## src/core/rlcs_pkg.sv

```systemverilog
// shared constants and types for the lane configuration select block
package rlcs_pkg;
   localparam int NUM_LANES = 4;
   localparam int NUM_SIDES = 2;

   // three-level pin state
   typedef enum logic [1:0] {
      RLCS_LVL_LOW   = 2'h0,
      RLCS_LVL_HIGH  = 2'h1,
      RLCS_LVL_FLOAT = 2'h2
   } rlcs_lvl_t;

   // equalization index, 0 = bypass, rising boost
   localparam logic [3:0] EQ_BYPASS = 4'h0;
   localparam logic [3:0] EQ_4P0    = 4'h1;
   localparam logic [3:0] EQ_9P6    = 4'h2;
   localparam logic [3:0] EQ_11P4   = 4'h3;
   localparam logic [3:0] EQ_15P5   = 4'h4;
   localparam logic [3:0] EQ_17P0   = 4'h5;
   localparam logic [3:0] EQ_19P1   = 4'h6;
   localparam logic [3:0] EQ_20P6   = 4'h7;
   localparam logic [3:0] EQ_26P3   = 4'h8;

   // de-emphasis level codes
   localparam logic [2:0] DE_0DB    = 3'h0;
   localparam logic [2:0] DE_3P5DB  = 3'h1;
   localparam logic [2:0] DE_6DB    = 3'h2;
   localparam logic [2:0] DE_9DB    = 3'h3;
   localparam logic [2:0] DE_12DB   = 3'h4;

   // pulse width codes
   localparam logic [1:0] PW_NONE   = 2'h0;
   localparam logic [1:0] PW_400PS  = 2'h1;
   localparam logic [1:0] PW_200PS  = 2'h2;

   // output swing codes
   localparam logic [1:0] SW_1000MV = 2'h0;
   localparam logic [1:0] SW_1200MV = 2'h1;
   localparam logic [1:0] SW_1400MV = 2'h2;

   // register defaults: bypass eq, no de-emphasis, terminated, low rate
   localparam logic [3:0] REG_EQ_RST   = 4'h0;
   localparam logic [2:0] REG_DE_RST   = 3'h0;
   localparam logic       REG_ENH_RST  = 1'b0;
   localparam logic [1:0] REG_SW_RST   = 2'h0;
   localparam logic       REG_TDIS_RST = 1'b0;
   localparam logic [1:0] REG_RATE_RST = 2'h0;

   // register bus map, one word per lane plus a global word and a status word
   localparam logic [3:0] ADDR_LANE0  = 4'h0;
   localparam logic [3:0] ADDR_GLOBAL = 4'h8;
   localparam logic [3:0] ADDR_STATUS = 4'h9;

   // lane word fields
   localparam int F_EQ_LO   = 0;
   localparam int F_DE_LO   = 4;
   localparam int F_ENH     = 7;
   localparam int F_SW_LO   = 8;
   localparam int F_TDIS    = 10;
   localparam int F_TOVR    = 11;

   // global word fields
   localparam int F_RATE_LO = 0;
   localparam int F_POVR    = 2;

   // rate source codes
   localparam logic [1:0] RATE_LOW  = 2'h0;
   localparam logic [1:0] RATE_HIGH = 2'h1;
   localparam logic [1:0] RATE_AUTO = 2'h2;

   typedef enum logic [1:0] {
      RLCS_ST_PIN  = 2'h0,
      RLCS_ST_MGMT = 2'h1,
      RLCS_ST_HOLD = 2'h3
   } rlcs_mode_t;
endpackage

```

## src/core/rlcs_eq_decode.sv

```systemverilog
// three-level equalization pin pair decoder
`timescale 1ns/1ns
module rlcs_eq_decode (
   input  wire logic [1:0] bit1_i,
   input  wire logic [1:0] bit0_i,
   output logic      [3:0] eq_o
);
   always_comb begin
      eq_o = rlcs_pkg::EQ_BYPASS;
      unique case ({bit1_i, bit0_i})
         {rlcs_pkg::RLCS_LVL_FLOAT, rlcs_pkg::RLCS_LVL_FLOAT}:
            eq_o = rlcs_pkg::EQ_BYPASS;
         {rlcs_pkg::RLCS_LVL_HIGH, rlcs_pkg::RLCS_LVL_HIGH}:
            eq_o = rlcs_pkg::EQ_4P0;
         {rlcs_pkg::RLCS_LVL_LOW, rlcs_pkg::RLCS_LVL_LOW}:
            eq_o = rlcs_pkg::EQ_9P6;
         {rlcs_pkg::RLCS_LVL_FLOAT, rlcs_pkg::RLCS_LVL_LOW}:
            eq_o = rlcs_pkg::EQ_11P4;
         {rlcs_pkg::RLCS_LVL_HIGH, rlcs_pkg::RLCS_LVL_LOW}:
            eq_o = rlcs_pkg::EQ_15P5;
         {rlcs_pkg::RLCS_LVL_FLOAT, rlcs_pkg::RLCS_LVL_HIGH}:
            eq_o = rlcs_pkg::EQ_17P0;
         {rlcs_pkg::RLCS_LVL_LOW, rlcs_pkg::RLCS_LVL_HIGH}:
            eq_o = rlcs_pkg::EQ_19P1;
         {rlcs_pkg::RLCS_LVL_LOW, rlcs_pkg::RLCS_LVL_FLOAT}:
            eq_o = rlcs_pkg::EQ_20P6;
         {rlcs_pkg::RLCS_LVL_HIGH, rlcs_pkg::RLCS_LVL_FLOAT}:
            eq_o = rlcs_pkg::EQ_26P3;
         // illegal level code 3 falls back to bypass
         default: eq_o = rlcs_pkg::EQ_BYPASS;
      endcase
   end
endmodule

```

## src/core/rlcs_de_decode.sv

```systemverilog
// three-level de-emphasis pin pair decoder
`timescale 1ns/1ns
module rlcs_de_decode (
   input  wire logic [1:0] bit1_i,
   input  wire logic [1:0] bit0_i,
   input  wire logic       high_rate_i,
   output logic      [2:0] level_o,
   output logic      [1:0] width_o,
   output logic            enh_o,
   output logic      [1:0] swing_o,
   output logic            rsvd_o
);
   logic [1:0] pw;

   // pulse width follows rate; level, enhancement and swing do not
   assign pw = high_rate_i ? rlcs_pkg::PW_200PS : rlcs_pkg::PW_400PS;

   always_comb begin
      level_o = rlcs_pkg::DE_0DB;
      width_o = rlcs_pkg::PW_NONE;
      enh_o   = 1'b0;
      swing_o = rlcs_pkg::SW_1000MV;
      rsvd_o  = 1'b0;
      unique case ({bit1_i, bit0_i})
         {rlcs_pkg::RLCS_LVL_LOW, rlcs_pkg::RLCS_LVL_LOW}: begin
            level_o = rlcs_pkg::DE_0DB;
         end
         {rlcs_pkg::RLCS_LVL_LOW, rlcs_pkg::RLCS_LVL_HIGH}: begin
            level_o = rlcs_pkg::DE_3P5DB;
            width_o = pw;
         end
         {rlcs_pkg::RLCS_LVL_HIGH, rlcs_pkg::RLCS_LVL_LOW}: begin
            level_o = rlcs_pkg::DE_6DB;
            width_o = pw;
         end
         {rlcs_pkg::RLCS_LVL_HIGH, rlcs_pkg::RLCS_LVL_HIGH}: begin
            level_o = rlcs_pkg::DE_6DB;
            width_o = pw;
            enh_o   = 1'b1;
         end
         {rlcs_pkg::RLCS_LVL_LOW, rlcs_pkg::RLCS_LVL_FLOAT}: begin
            level_o = rlcs_pkg::DE_9DB;
            width_o = pw;
            enh_o   = 1'b1;
         end
         {rlcs_pkg::RLCS_LVL_HIGH, rlcs_pkg::RLCS_LVL_FLOAT}: begin
            level_o = rlcs_pkg::DE_12DB;
            width_o = pw;
            enh_o   = 1'b1;
         end
         {rlcs_pkg::RLCS_LVL_FLOAT, rlcs_pkg::RLCS_LVL_LOW}: begin
            level_o = rlcs_pkg::DE_9DB;
            width_o = pw;
            enh_o   = 1'b1;
            swing_o = rlcs_pkg::SW_1200MV;
         end
         {rlcs_pkg::RLCS_LVL_FLOAT, rlcs_pkg::RLCS_LVL_HIGH}: begin
            level_o = rlcs_pkg::DE_12DB;
            width_o = pw;
            enh_o   = 1'b1;
            swing_o = rlcs_pkg::SW_1400MV;
         end
         // float/float and illegal codes are reserved
         default: rsvd_o = 1'b1;
      endcase
   end
endmodule

```

## src/core/rlcs_top.sv

```systemverilog
// lane configuration select: pin decode, registers and per-lane outputs
//
// The implementer's own choices: the strobed register port and the register addresses.
`timescale 1ns/1ns
// What this block does
// - mode select low takes eq and de-emphasis from pins per side.
// - active de-emphasis setting raises swing to its decoded value.
// - in pin mode termination input picks 50 ohm or high impedance.
// - in management mode eq, de-emphasis, termination set per lane.
// - mode select high moves rate, eq, de-emphasis to registers at once.
// - in management mode side B eq and side A de-emphasis pins become address straps.
// - other pins stay active until override written; ignored till mode low.
// - registers reset at power-up and when mode select goes low.
// - cable absent high in management mode keeps register contents.
// - every select pin decodes as low, high or floating.
// - eq pair codes FF bypass, HH 4, LL 9.6, FL 11.4 dB.
// - eq pair codes HL 15.5, FH 17, LH 19.1, LF 20.6, HF 26.3.
// - low-rate de-emphasis LL 0, LH -3.5, HL -6, HH -6 enhanced.
// - LF -9, HF -12, FL -9 1200mV, FH -12 1400mV; FF reserved.
// - high rate keeps level and swing but uses 200ps pulse.
// - enhanced pulse adds de-emphasis on the second bit after a change.
// - rate pin low 2.5G, high 5G, floating selects automatic detection.
// - in auto rate, pulse width follows detected rate; level does not.
// - auto rate re-detected after every idle exit; pulse updated.
// - in pin mode all four lanes of a side share one setting.
// - cable absent high means low power; low means normal operation.
module rlcs_top #(
   parameter int LANES = rlcs_pkg::NUM_LANES
) (
   input  wire logic                sys_clk_i,
   input  wire logic                rst_n_i,
   input  wire logic                clk_en_i,
   input  wire logic                mgmt_mode_select_i,
   input  wire logic                cable_absent_in_i,
   input  wire logic [1:0]          rate_pin_i,
   input  wire logic [1:0]          side_a_eq_sel_bit0_i,
   input  wire logic [1:0]          side_a_eq_sel_bit1_i,
   input  wire logic [1:0]          side_b_eq_sel_bit0_i,
   input  wire logic [1:0]          side_b_eq_sel_bit1_i,
   input  wire logic [1:0]          side_a_deemph_sel_bit0_i,
   input  wire logic [1:0]          side_a_deemph_sel_bit1_i,
   input  wire logic [1:0]          side_b_deemph_sel_bit0_i,
   input  wire logic [1:0]          side_b_deemph_sel_bit1_i,
   input  wire logic [1:0]          term_ctrl_side_i,
   input  wire logic [1:0]          detected_high_rate_i,
   input  wire logic [1:0]          idle_exit_i,
   input  wire logic [3:0]          reg_addr_i,
   input  wire logic [15:0]         reg_wdata_i,
   input  wire logic                reg_wr_i,
   input  wire logic                reg_rd_i,
   output logic      [15:0]         reg_rdata_o,
   output logic      [3:0]          bus_addr_straps_o,
   output logic      [2*LANES*4-1:0] lane_eq_o,
   output logic      [2*LANES*3-1:0] lane_de_level_o,
   output logic      [2*LANES*2-1:0] lane_de_width_o,
   output logic      [2*LANES-1:0]   lane_de_enh_o,
   output logic      [2*LANES*2-1:0] lane_swing_o,
   output logic      [2*LANES-1:0]   lane_term_dis_o,
   output logic                     low_power_o,
   output logic                     cfg_error_o,
   output logic                     mgmt_active_o
);
   localparam int NL = 2 * LANES;

   ////////////////////////////////////////////////////////////////////////
   // pin decode per side

   logic [1:0] pin_high_rate;
   logic [1:0] rate_hi_lat;
   logic [3:0] side_eq [2];
   logic [2:0] side_lvl [2];
   logic [1:0] side_pw [2];
   logic [1:0] side_enh;
   logic [1:0] side_sw [2];
   logic [1:0] side_rsvd;

   // auto rate is latched on idle exit so width cannot move mid-burst
   always_ff @(posedge sys_clk_i) begin
      if (!rst_n_i) begin
         rate_hi_lat <= 2'h0;
      end else if (clk_en_i) begin
         for (int s = 0; s < 2; s++) begin
            if (idle_exit_i[s]) begin
               rate_hi_lat[s] <= detected_high_rate_i[s];
            end
         end
      end
   end

   function automatic logic rate_is_high(input logic [1:0] src,
                                         input logic       lat);
      rate_is_high = (src == rlcs_pkg::RATE_HIGH) ||
                     ((src == rlcs_pkg::RATE_AUTO) && lat);
   endfunction

   always_comb begin
      for (int s = 0; s < 2; s++) begin
         pin_high_rate[s] = rate_is_high(rate_pin_i, rate_hi_lat[s]);
      end
   end

   rlcs_eq_decode u_eq_a (
      .bit1_i (side_a_eq_sel_bit1_i),
      .bit0_i (side_a_eq_sel_bit0_i),
      .eq_o   (side_eq[0])
   );
   rlcs_eq_decode u_eq_b (
      .bit1_i (side_b_eq_sel_bit1_i),
      .bit0_i (side_b_eq_sel_bit0_i),
      .eq_o   (side_eq[1])
   );
   rlcs_de_decode u_de_a (
      .bit1_i      (side_a_deemph_sel_bit1_i),
      .bit0_i      (side_a_deemph_sel_bit0_i),
      .high_rate_i (pin_high_rate[0]),
      .level_o     (side_lvl[0]),
      .width_o     (side_pw[0]),
      .enh_o       (side_enh[0]),
      .swing_o     (side_sw[0]),
      .rsvd_o      (side_rsvd[0])
   );
   rlcs_de_decode u_de_b (
      .bit1_i      (side_b_deemph_sel_bit1_i),
      .bit0_i      (side_b_deemph_sel_bit0_i),
      .high_rate_i (pin_high_rate[1]),
      .level_o     (side_lvl[1]),
      .width_o     (side_pw[1]),
      .enh_o       (side_enh[1]),
      .swing_o     (side_sw[1]),
      .rsvd_o      (side_rsvd[1])
   );

   ////////////////////////////////////////////////////////////////////////
   // mode tracking

   rlcs_pkg::rlcs_mode_t mode;
   rlcs_pkg::rlcs_mode_t next_mode;

   always_comb begin
      next_mode = mode;
      unique case (mode)
         rlcs_pkg::RLCS_ST_PIN:
            if (mgmt_mode_select_i) next_mode = rlcs_pkg::RLCS_ST_MGMT;
         rlcs_pkg::RLCS_ST_MGMT:
            if (!mgmt_mode_select_i) next_mode = rlcs_pkg::RLCS_ST_PIN;
            else if (cable_absent_in_i) next_mode = rlcs_pkg::RLCS_ST_HOLD;
         rlcs_pkg::RLCS_ST_HOLD:
            if (!mgmt_mode_select_i) next_mode = rlcs_pkg::RLCS_ST_PIN;
            else if (!cable_absent_in_i) next_mode = rlcs_pkg::RLCS_ST_MGMT;
         default: next_mode = rlcs_pkg::RLCS_ST_PIN;
      endcase
   end

   always_ff @(posedge sys_clk_i) begin
      if (!rst_n_i) begin
         mode <= rlcs_pkg::RLCS_ST_PIN;
      end else if (clk_en_i) begin
         mode <= next_mode;
      end
   end

   ////////////////////////////////////////////////////////////////////////
   // per-lane registers

   logic [3:0]  r_eq   [NL];
   logic [2:0]  r_lvl  [NL];
   logic        r_enh  [NL];
   logic [1:0]  r_sw   [NL];
   logic        r_tdis [NL];
   logic        r_tovr [NL];
   logic [1:0]  r_rate;
   logic        r_povr;
   logic        wr_hit_glb;

   assign wr_hit_glb = reg_wr_i && (reg_addr_i == rlcs_pkg::ADDR_GLOBAL);

   // mode select low clears; cable absent only freezes writes-free state
   always_ff @(posedge sys_clk_i) begin
      if (!rst_n_i || (clk_en_i && !mgmt_mode_select_i)) begin
         for (int l = 0; l < NL; l++) begin
            r_eq[l]   <= rlcs_pkg::REG_EQ_RST;
            r_lvl[l]  <= rlcs_pkg::REG_DE_RST;
            r_enh[l]  <= rlcs_pkg::REG_ENH_RST;
            r_sw[l]   <= rlcs_pkg::REG_SW_RST;
            r_tdis[l] <= rlcs_pkg::REG_TDIS_RST;
            r_tovr[l] <= 1'b0;
         end
         r_rate <= rlcs_pkg::REG_RATE_RST;
         r_povr <= 1'b0;
      end else if (clk_en_i && reg_wr_i) begin
         for (int l = 0; l < NL; l++) begin
            if (reg_addr_i == rlcs_pkg::ADDR_LANE0 + 4'(l)) begin
               r_eq[l]   <= reg_wdata_i[rlcs_pkg::F_EQ_LO +: 4];
               r_lvl[l]  <= reg_wdata_i[rlcs_pkg::F_DE_LO +: 3];
               r_enh[l]  <= reg_wdata_i[rlcs_pkg::F_ENH];
               r_sw[l]   <= reg_wdata_i[rlcs_pkg::F_SW_LO +: 2];
               r_tdis[l] <= reg_wdata_i[rlcs_pkg::F_TDIS];
               r_tovr[l] <= reg_wdata_i[rlcs_pkg::F_TOVR];
            end
         end
         if (wr_hit_glb) begin
            r_rate <= reg_wdata_i[rlcs_pkg::F_RATE_LO +: 2];
            r_povr <= reg_wdata_i[rlcs_pkg::F_POVR];
         end
      end
   end

   ////////////////////////////////////////////////////////////////////////
   // source select and outputs

   logic       mgmt;
   logic [1:0] reg_hi;
   logic [1:0] held_valid;

   assign mgmt = mgmt_mode_select_i;
   always_comb begin
      for (int s = 0; s < 2; s++) begin
         reg_hi[s] = rate_is_high(r_rate, rate_hi_lat[s]);
      end
   end

   always_ff @(posedge sys_clk_i) begin
      if (!rst_n_i) begin
         lane_eq_o       <= '0;
         lane_de_level_o <= '0;
         lane_de_width_o <= '0;
         lane_de_enh_o   <= '0;
         lane_swing_o    <= '0;
         lane_term_dis_o <= '0;
         held_valid      <= 2'h0;
      end else if (clk_en_i) begin
         for (int l = 0; l < NL; l++) begin
            if (mgmt) begin
               lane_eq_o[l*4 +: 4]       <= r_eq[l];
               lane_de_level_o[l*3 +: 3] <= r_lvl[l];
               lane_de_width_o[l*2 +: 2] <= (r_lvl[l] == rlcs_pkg::DE_0DB) ?
                  rlcs_pkg::PW_NONE :
                  (reg_hi[l/LANES] ? rlcs_pkg::PW_200PS
                                   : rlcs_pkg::PW_400PS);
               lane_de_enh_o[l]          <= r_enh[l];
               lane_swing_o[l*2 +: 2]    <= r_sw[l];
            end else begin
               lane_eq_o[l*4 +: 4] <= side_eq[l/LANES];
               if (!side_rsvd[l/LANES]) begin
                  lane_de_level_o[l*3 +: 3] <= side_lvl[l/LANES];
                  lane_de_width_o[l*2 +: 2] <= side_pw[l/LANES];
                  lane_de_enh_o[l]          <= side_enh[l/LANES];
                  lane_swing_o[l*2 +: 2]    <= side_sw[l/LANES];
               end
            end
            // termination pin stays live until override set
            if (mgmt && r_tovr[l]) begin
               lane_term_dis_o[l] <= r_tdis[l];
            end else begin
               lane_term_dis_o[l] <= !term_ctrl_side_i[l/LANES];
            end
         end
         for (int s = 0; s < 2; s++) begin
            held_valid[s] <= mgmt ? 1'b0 : !side_rsvd[s];
         end
      end
   end

   // low power and error flag
   always_ff @(posedge sys_clk_i) begin
      if (!rst_n_i) begin
         low_power_o   <= 1'b0;
         cfg_error_o   <= 1'b0;
         mgmt_active_o <= 1'b0;
      end else if (clk_en_i) begin
         low_power_o   <= (mgmt && r_povr) ? 1'b0
                                           : cable_absent_in_i;
         cfg_error_o   <= !mgmt && (side_rsvd != 2'h0);
         mgmt_active_o <= mgmt;
      end
   end

   // strap capture: side B eq and side A de-emphasis pins read as address bits
   always_ff @(posedge sys_clk_i) begin
      if (!rst_n_i) begin
         bus_addr_straps_o <= 4'h0;
      end else if (clk_en_i) begin
         bus_addr_straps_o <= mgmt ?
            {side_b_eq_sel_bit1_i == rlcs_pkg::RLCS_LVL_HIGH,
             side_b_eq_sel_bit0_i == rlcs_pkg::RLCS_LVL_HIGH,
             side_a_deemph_sel_bit1_i == rlcs_pkg::RLCS_LVL_HIGH,
             side_a_deemph_sel_bit0_i == rlcs_pkg::RLCS_LVL_HIGH} : 4'h0;
      end
   end

   ////////////////////////////////////////////////////////////////////////
   // register read port

   always_ff @(posedge sys_clk_i) begin
      if (!rst_n_i) begin
         reg_rdata_o <= 16'h0;
      end else if (clk_en_i) begin
         reg_rdata_o <= 16'h0;
         if (reg_rd_i) begin
            for (int l = 0; l < NL; l++) begin
               if (reg_addr_i == rlcs_pkg::ADDR_LANE0 + 4'(l)) begin
                  reg_rdata_o <= {4'h0, r_tovr[l], r_tdis[l], r_sw[l],
                                  r_enh[l], r_lvl[l], r_eq[l]};
               end
            end
            if (reg_addr_i == rlcs_pkg::ADDR_GLOBAL) begin
               reg_rdata_o <= {13'h0, r_povr, r_rate};
            end
            if (reg_addr_i == rlcs_pkg::ADDR_STATUS) begin
               reg_rdata_o <= {10'h0, held_valid, rate_hi_lat,
                               cfg_error_o, low_power_o};
            end
         end
      end
   end

   ////////////////////////////////////////////////////////////////////////
   // checks

   property p_reg_clear;
      @(posedge sys_clk_i) disable iff (!rst_n_i)
      (clk_en_i && !mgmt_mode_select_i) |=> (r_eq[0] == rlcs_pkg::REG_EQ_RST);
   endproperty
   a_reg_clear: assert property (p_reg_clear)
      else $error("registers not cleared in pin mode");

   property p_pin_eq;
      @(posedge sys_clk_i) disable iff (!rst_n_i)
      (clk_en_i && !mgmt_mode_select_i) |=>
         (lane_eq_o[3:0] == $past(side_eq[0]));
   endproperty
   a_pin_eq: assert property (p_pin_eq)
      else $error("pin eq not applied");

   property p_reg_eq;
      @(posedge sys_clk_i) disable iff (!rst_n_i)
      (clk_en_i && mgmt_mode_select_i) |=> (lane_eq_o[3:0] == $past(r_eq[0]));
   endproperty
   a_reg_eq: assert property (p_reg_eq)
      else $error("register eq not applied");

   property p_rsvd_flag;
      @(posedge sys_clk_i) disable iff (!rst_n_i)
      (clk_en_i && !mgmt_mode_select_i && side_rsvd[0]) |=>
         cfg_error_o && $stable(lane_de_level_o[2:0]);
   endproperty
   a_rsvd_flag: assert property (p_rsvd_flag)
      else $error("reserved code not held");

   property p_low_power;
      @(posedge sys_clk_i) disable iff (!rst_n_i)
      (clk_en_i && !mgmt_mode_select_i) |=>
         (low_power_o == $past(cable_absent_in_i));
   endproperty
   a_low_power: assert property (p_low_power)
      else $error("low power does not follow cable absent");

   property p_term_pin;
      @(posedge sys_clk_i) disable iff (!rst_n_i)
      (clk_en_i && !mgmt_mode_select_i) |=>
         (lane_term_dis_o[0] == !$past(term_ctrl_side_i[0]));
   endproperty
   a_term_pin: assert property (p_term_pin)
      else $error("termination pin not applied");

   property p_share;
      @(posedge sys_clk_i) disable iff (!rst_n_i)
      (clk_en_i && !mgmt_mode_select_i) |=> (lane_eq_o[3:0] == lane_eq_o[7:4]);
   endproperty
   a_share: assert property (p_share)
      else $error("side lanes differ in pin mode");

   property p_mgmt_flag;
      @(posedge sys_clk_i) disable iff (!rst_n_i)
      clk_en_i |=> (mgmt_active_o == $past(mgmt_mode_select_i));
   endproperty
   a_mgmt_flag: assert property (p_mgmt_flag)
      else $error("mode flag lags");

   // cable absent must not disturb register contents in management mode
   property p_retain;
      @(posedge sys_clk_i) disable iff (!rst_n_i)
      (clk_en_i && !reg_wr_i && mgmt_mode_select_i &&
         mode == rlcs_pkg::RLCS_ST_HOLD) |=> $stable(r_eq[0]);
   endproperty
   a_retain: assert property (p_retain)
      else $error("registers lost while cable absent");
endmodule

```

## config.mk

```make
export PLATFORM = sky130hd
export DESIGN_NAME = rlcs_top
export DESIGN_NICKNAME = d
export VERILOG_FILES = /design/src/core/rlcs_pkg.sv /design/src/core/rlcs_eq_decode.sv /design/src/core/rlcs_de_decode.sv /design/src/core/rlcs_top.sv
export SDC_FILE = /design/constraint.sdc
export NUM_CORES = 1
export LEC_CHECK = 0
export ABC_AREA = 1
export BUFFER_PORTS_ARGS = -buffer_cell sky130_fd_sc_hd__buf_2
export CORE_AREA = 2 2 186 115
export DETAILED_ROUTE_END_ITERATION = 7
export DIE_AREA = 0 0 188 117
export GPL_TIMING_DRIVEN = 1
export PLACE_DENSITY = 0.84
export SYNTH_ARGS = -nofsm -noshare
export SYNTH_HDL_FRONTEND = slang
export SYNTH_SLANG_ARGS = --single-unit
```

## constraint.sdc

```tcl
create_clock -name sys_clk_i -period 2.3 [get_ports sys_clk_i]
set_clock_uncertainty 0.15 [all_clocks]
set_input_delay 0.345 -clock sys_clk_i [delete_from_list [all_inputs] [get_ports sys_clk_i]]
set_output_delay 0.345 -clock sys_clk_i [all_outputs]
set_load 0.02 [all_outputs]
```

# == Word level (Yosys, flattened, before mapping) ==
# Memories as Yosys holds them, arrays and structs flattened.
# Cells that the tools add are included.
# word_totals
regBits,134
memories,8
ram_bits,96
romBits,128
# classes
n_bitwise,48
eq_ne,31
reduce_logical,57
n_mux,175
# memory_table
memory,depth,width,rd,rd_clocked_by_memory_dff,write_ports,line_no,text
(name not given),16,4,1,0,0,rlcs_eq_decode.sv:10,"unique case ({bit1_i, bit0_i})"
(name not given),16,4,1,0,0,rlcs_eq_decode.sv:10,
r_eq,8,4,8,0,8,rlcs_top.sv:165,logic [3:0] r_eq [NL];
r_lvl,8,3,8,0,8,rlcs_top.sv:166,logic [2:0] r_lvl [NL];
r_sw,8,2,8,0,8,rlcs_top.sv:168,logic [1:0] r_sw [NL];
r_enh,8,1,8,0,8,rlcs_top.sv:167,logic r_enh [NL];
2 more memories,-,-,-,-,-,-,
# op_table
operator,n
$mux 16,10
$mux 2,42
$mux 1,83
$mux 4,17
$mux 3,18
$or 1x1->1,48
$eq 4x3->1 const B,10
$eq 4x4->1 const B,6
$logic_not 3->1,8
$pmux 3 s4,2
$logic_and 1x1->1,17
$eq 4x2->1 const B,4
$reduce_or 8->1,2
$reduce_or 7->1,2
$eq 2x1->1 const B,6
$eq 4x1->1 const B,3
$logic_not 4->1,3
$mux 12,1
$reduce_or 2->1,6
$reduce_and 2->1,5
$reduce_or 5->1,2
$pmux 2 s2,2
$reduce_bool 2->1,3
$logic_or 1x1->1,5
other kinds (2),6

# == Depth between registers and ports, before layout ==
# Gate-level depths: netlist of run 1.
# logic_depth
word_depth,12
ltp_mapped,12
ltp_nobuf,12

# == Modules after synthesis ==
# From an unflattened synthesis of run 1, not the netlist that was laid out.
# unflattened
hier_cells,1231
area_unflattened_um2,10098.4
# modules_own_cells
mod,area_each_um2,cells_each,n_inst,seq_area_each_um2
rlcs_top,9507.9,1119,1,5485.3
rlcs_de_decode,152.6,29,2,0.0
rlcs_eq_decode,142.6,27,2,0.0

# == Worst setup path before layout of run 1 ==
# OpenSTA, ideal clock, no wires.
# synth_path
kind,input-to-reg
from,input port reg_addr_i[2]
to,memory r_enh[7][0] (netlist: r_enh[0][7]) (enable)
setup_ns,0.398
arrival_time_ns,1.838
stages,6
t_required_ns,1.752
path_slack_ns,-0.085
path_cell_list,inv_1 nor2_2 inv_1 nor2_2 inv_1 o21ai_0
# synth_rtl
element,line_no,text
"start, declared",rlcs_top.sv:47,"input wire logic [3:0] reg_addr_i,"
"end, declared",rlcs_top.sv:167,

==> impl_metrics.ini, run 1 <==
[run_status]
status = completed

[sta]
worst_slew_pin_slew_ps = 1030
worst_slack_ps = 176
fin_crit_ps = 2120
period_share = 0.923
slew_viol_final = 0
setup_viol = 0
hold_viol_final = 0
rsz0062_at_grt = false
worst_slew_margin_rel = 0.311
setup_tns_ps = 0
max_freq_ghz = 0.471

[synthesis]
synthesis.area_sq_um = 10100
synthDistinctLibCells = 39
synth_top_cell_by_area = edfxtp_1
syn-instance-count = 1223
synth.area.top_cells = edfxtp_1 28%, dfxtp_1 26%, nand2_1 12%
ys_warn_count = 0
yosysTopAreaCellShare = 0.284
synthFlopType = dfxtp_1
synth.avg_cell_area_sq_um = 8.29
yosys_register_bits = 226
synth_seq_area_share = 0.541
synth_edf_count = 96
synthArstFlopShare = 0

[setup_path]
crit_path_end_kind = flop
startpoint_type = input pin
required_ps = 2570
path_class = in2reg
worstPathMaxFanout = 1
critical_path_arrival_ps = 2390

[route]
vias_per_cell = 5.68
postRouteAntennaNets = 0
drt_iter0_drc = 1203
wl_per_cell_um = 19.2
first_pass_iters = 6
drc_errors = 0
finalWirelength_um = 32800
vias = 9720

[grt]
grt_max_degree = 81
grt_pass1_vias = 8927
grt_overflow = 0
grt_antenna_before_repair = 1
grt_use_total = 0.295
grt_pass1_wl_um = 49800

[die]
die_h_um = 117
io_pins = 178
core_region_area_sq_um = 20500
die_area_sq_um = 22000
die_x_um = 188
start_util = 0.495
num_rows = 41

[placement]
dp_slack_ps = 74.2
gp_congestion = 0.991
dp_hpwl_um = 23700
io_buffer_count = 169

[clock_network]
clk_latency_ps = 530
cts_max_path_buffers = 3
cts_resized = 0
cts_root_buf = clkbuf_16
h-tree-depth = 1
cts.sink_count = 226
cts_buffers = 22
clkTransAtPathRegs_ps = 70
cts_tree = done

[flow_run]
drv_cap = 0

[layout]
nFillCells = 1734
nets = 1475
syn_to_final_growth_pct = 20.2
drive_above_1_share = 0.223
final_util = 0.595

[power_and_ir_drop]
p_leak_nw = 5.29
ir_drop_mv = 0.547
totalPowerFinal_w = 0.00943
power_density_nw_per_um2 = 774

[min_path]
hold_path.class = in2reg
-- kinds of logic after synthesis --
group | count (synthesis) | synth area share
DFF | 226 | 0.541
adders and majority gates | 8 | 0.00987
and+or+nand+nor | 583 | 0.239
buffers and inverters | 152 | 0.0670
AOI/OAI and AO/OA | 253 | 0.142
other | 1 | 0.000370
-- layout make-up --
| cell class | count | area, sq um | area share |
|---|---|---|---|
| Sequential cell | 226 | 5490 | 0.450 |
| Multi-Input combinational cell | 848 | 3990 | 0.327 |
| Timing Repair Buffer | 226 | 1320 | 0.108 |
| Clock buffer | 34 | 647 | 0.0531 |
| Inverter | 92 | 353 | 0.0290 |
| Tap cell | 279 | 349 | 0.0287 |
| Clock inverter | 6 | 43.8 | 0.00359 |
| Antenna cell | 1 | 2.50 | 0.000205 |
-- state kept, by name, summed over array words and instances, names as in the netlist, 12 cells and up --
register         flops
r_sw                16
lane_de_width_o     16
r_eq                32
r_lvl               24
reg_rdata_o         12
lane_eq_o           32
lane_de_level_o     24
lane_swing_o        16
-- cell usage after synthesis (4+ instances only) --
cell type,number
a21oi_2,20
clkbuf_1,28
o21ai_0,90
o22ai_1,4
buf_1,6
nor2_1,136
edfxtp_1,96
nor2_2,8
inv_2,5
nand3_1,47
nand4_1,15
nand2_1,332
inv_1,83
or2_2,8
a31oi_1,57
a21oi_1,73
buf_2,12
nand2_2,20
dfxtp_1,130
nor3_1,10
ha_1,8
buf_4,8
-- cell usage in the layout (no fill, tap or decap), types with 10 or more instances in the layout --
cell type	instances
clkbuf_16	22
edfxtp_1	96
nand2_1	332
nor3_1	10
dfxtp_1	130
nand4_1	15
buf_4	48
inv_1	83
o21ai_0	89
nand3_1	47
a31oi_1	57
buf_2	169
a21oi_2	20
nand2_2	20
nor2_1	136
a21oi_1	73
-- worst paths after layout --
kind | startpoint | endpoint | slack, ps | depth (start not counted)
min | reg_wdata_i[2] | r_povr | 0.0007 | 3
min reg2reg | bus_addr_straps_o[0] | bus_addr_straps_o[0] | 310 | 2
max reg2reg | rate_hi_lat[1] | lane_de_width_o[15] | 660 | 6
max | detected_high_rate_i[1] | rate_hi_lat[1] | 180 | 6
-- critical path, stage by stage --
cell           delay (ps)
dlygate4sd3_1         520
buf_2                 130
nand3_1                90
dlygate4sd3_1         600
a21oi_1                90
dlygate4sd3_1         610
-- report_power, final --
group | internal, W | leakage (nW) | switching, W
Sequential | 0.00447 | 2.04 | 0.000196
Clock | 0.00194 | 0.341 | 0.00156
Combinational | 0.000387 | 2.90 | 0.000872
-- per-stage QoR --
step	area, sq um	instances	hold WS [ps]
6_report	12200	1712	0.000722
5_1_grt	12200	1711	1.02
4_1_cts	12200	1711	0.875
3_5_place_dp	11400	1664	302
3_3_place_gp	11400	1664	300
2_1_floorplan	10100	1226	277
-- routing by layer --
layer	track usage	up-vias	wire length [um]
li1	-	4468	-
met1	0.425	4481	13700
met2	0.429	691	13200
met3	0.0886	80	5000
met4	0.0856	0	844
met5	0	-	0
-- what timing repair did --
item                                   in CTS  in global routing
hold buffers                                7                  0
endpoints found under the hold margin       3                  0
buffers inserted                            0                  0
(Power assumes the default switching activity.)
==> run 2, diff against run 1 <==
CORE_AREA = 2 2 185 114   (was 2 2 186 115)
DIE_AREA = 0 0 187 116   (was 0 0 188 117)
PLACE_DENSITY = 0.85   (was 0.84)
SYNTH_HIERARCHICAL = 1   (was default)
==> impl_metrics.ini, run 2 <==
[placement]
placed_cell_area_sq_um = 11400
gp_congestion = 0.934
io_buffer_count = 169
dp_hpwl_um = 22900

[die]
core_region_area_sq_um = 19900
num_rows = 40
die_area_sq_um = 21700
die_h_um = 116
io_pins = 178
die_x_um = 187
start_util = 0.508

[synthesis]
yosysMostFrequentCell = nand2_1
synth.avg_cell_area_sq_um = 8.20
syn-instance-count = 1231
synthArstFlopShare = 0
synthesis.area_sq_um = 10100
synth_edf_count = 96
synth.area.top_cells = edfxtp_1 29%, dfxtp_1 26%, nand2_1 10%
synth_top_cell_by_area = edfxtp_1
yosysTopAreaCellShare = 0.285
synthDistinctLibCells = 30
ys_warn_count = 6
yosys_register_bits = 226
synth_commonest_cells = 268 x nand2_1, 130 x dfxtp_1, 130 x nor2_1
synth_seq_area_share = 0.543
synthFlopType = dfxtp_1

[setup_path]
startpoint_type = input pin
critical_path.max_stage_delay_ps = 290
worstPathMaxFanout = 44
critical_path_arrival_ps = 1960
path_class = in2reg
worst_path_max_delay_cell = inv_2
path_cells = buf_2 > inv_2 > nor2_4 > nand2_2 > nand3_2 > a21oi_1 > nand2_1 > nand2_1 > inv_2 > o21ai_1 > a31oi_1
required_ps = 2500
crit_path_end_kind = flop

[clock_network]
cts_root_buf = clkbuf_16
cts_setup_buffers = 0
cts_tree = done
h-tree-depth = 1
cts.sink_count = 226
cts_buffers = 21
clk_latency_ps = 510
clkTransAtPathRegs_ps = 70
cts_max_path_buffers = 3

[route]
vias_per_cell = 5.70
drc_errors = 0
vias = 9721
wl_per_cell_um = 18.8
finalWirelength_um = 32000
drt_iter0_drc = 1571
postRouteAntennaNets = 0
first_pass_iters = 7

[flow_run]
drv_cap = 0

[layout]
drive_above_1_share = 0.227
nets = 1473
syn_to_final_growth_pct = 20.2
design_area_sq_um = 12100
final_cell_mix = 268 x nand2_1, 169 x buf_2, 130 x nor2_1, 130 x dfxtp_1, 96 x edfxtp_1
final_common_cell = nand2_1
top_regs = lane_eq_o (32), r_eq (32)

[sta]
period_share = 0.766
setup_viol = 0
worst_slew_margin_rel = 0.404
worst_slew_pin_slew_ps = 893
fin_crit_ps = 1760
hold_viol_final = 0
slew_viol_final = 0
max_freq_ghz = 0.568
setup_tns_ps = 0
rsz0062_at_grt = false

[power_and_ir_drop]
totalPowerFinal_w = 0.00944
p_leak_nw = 5.63
power_density_nw_per_um2 = 778
ir_drop_mv = 0.548

[grt]
grt_pass1_wl_um = 48200
grt_max_degree = 101
grt_antenna_before_repair = 3
grt_overflow = 0
grt_pass1_vias = 8830
grt_use_total = 0.288

[run_status]
status = completed

[min_path]
hold_path.class = in2reg
## run 2: power breakdown
group,internal (W),switching (W)
logic,0.000403,0.000899
clock network,0.00196,0.00152
registers,0.00447,0.000182
## run 2: cell families after synthesis
family	synth area share
flip-flops	0.543
AO/OA/AOI/OAI	0.146
AND/OR/NAND/NOR	0.224
adder cells (fa/ha/maj)	0.00991
other	0.000371
buffers and inverters	0.0768
## run 2: cell type report
type | count | area (sq um)
repair buffers | 218 | 1270
clock buffers | 33 | 653
well taps | 273 | 342
fillers | 1648 | 7730
flip-flops and latches | 226 | 5490
clock inverters | 5 | 31.3
inverters | 135 | 507
diodes | 2 | 5.00
multi-input cells | 812 | 3850
## run 2: metrics by stage
step | instances | utilization | setup slack, ps | hold slack, ps
floorplan | 1234 | - | 71.3 | 282
global placement | 1661 | 0.575 | 143 | 298
detailed placement | 1661 | 0.575 | 80.3 | 304
CTS | 1702 | 0.611 | 610 | 5.27
global route | 1704 | 0.611 | 380 | 16.3
finish | 1704 | 0.611 | 539 | 3.52
## run 2: critical path: cells and delay by family
kind / cells / cell delay [ps]
AOI/OAI and AO/OA: 3 / 600
and+or+nand+nor: 5 / 500
buffers and inverters: 3 / 520
## run 2: repair_timing
action | in CTS | in global routing
hold endpoints to repair | 3 | 0
resized for setup | 0 | 0
hold buffers | 3 | 0
## run 2: final timing paths
check,startpoint,end,slack (ps),cells after the start
max,side_b_deemph_sel_bit1_i[1],lane_de_level_o[12],540,11
min,detected_high_rate_i[1],rate_hi_lat[1],4,3
max reg2reg,rate_hi_lat[1],lane_de_width_o[12],620,5
min reg2reg,bus_addr_straps_o[3],bus_addr_straps_o[3],310,2
## run 2: layer usage
metal,GRT usage,vias up,share of wire
li1,-,4447,-
met4,0.0852,2,0.031
met3,0.0830,92,0.15
met1,0.405,4460,0.41
met5,0,-,0.00044
met2,0.434,720,0.42
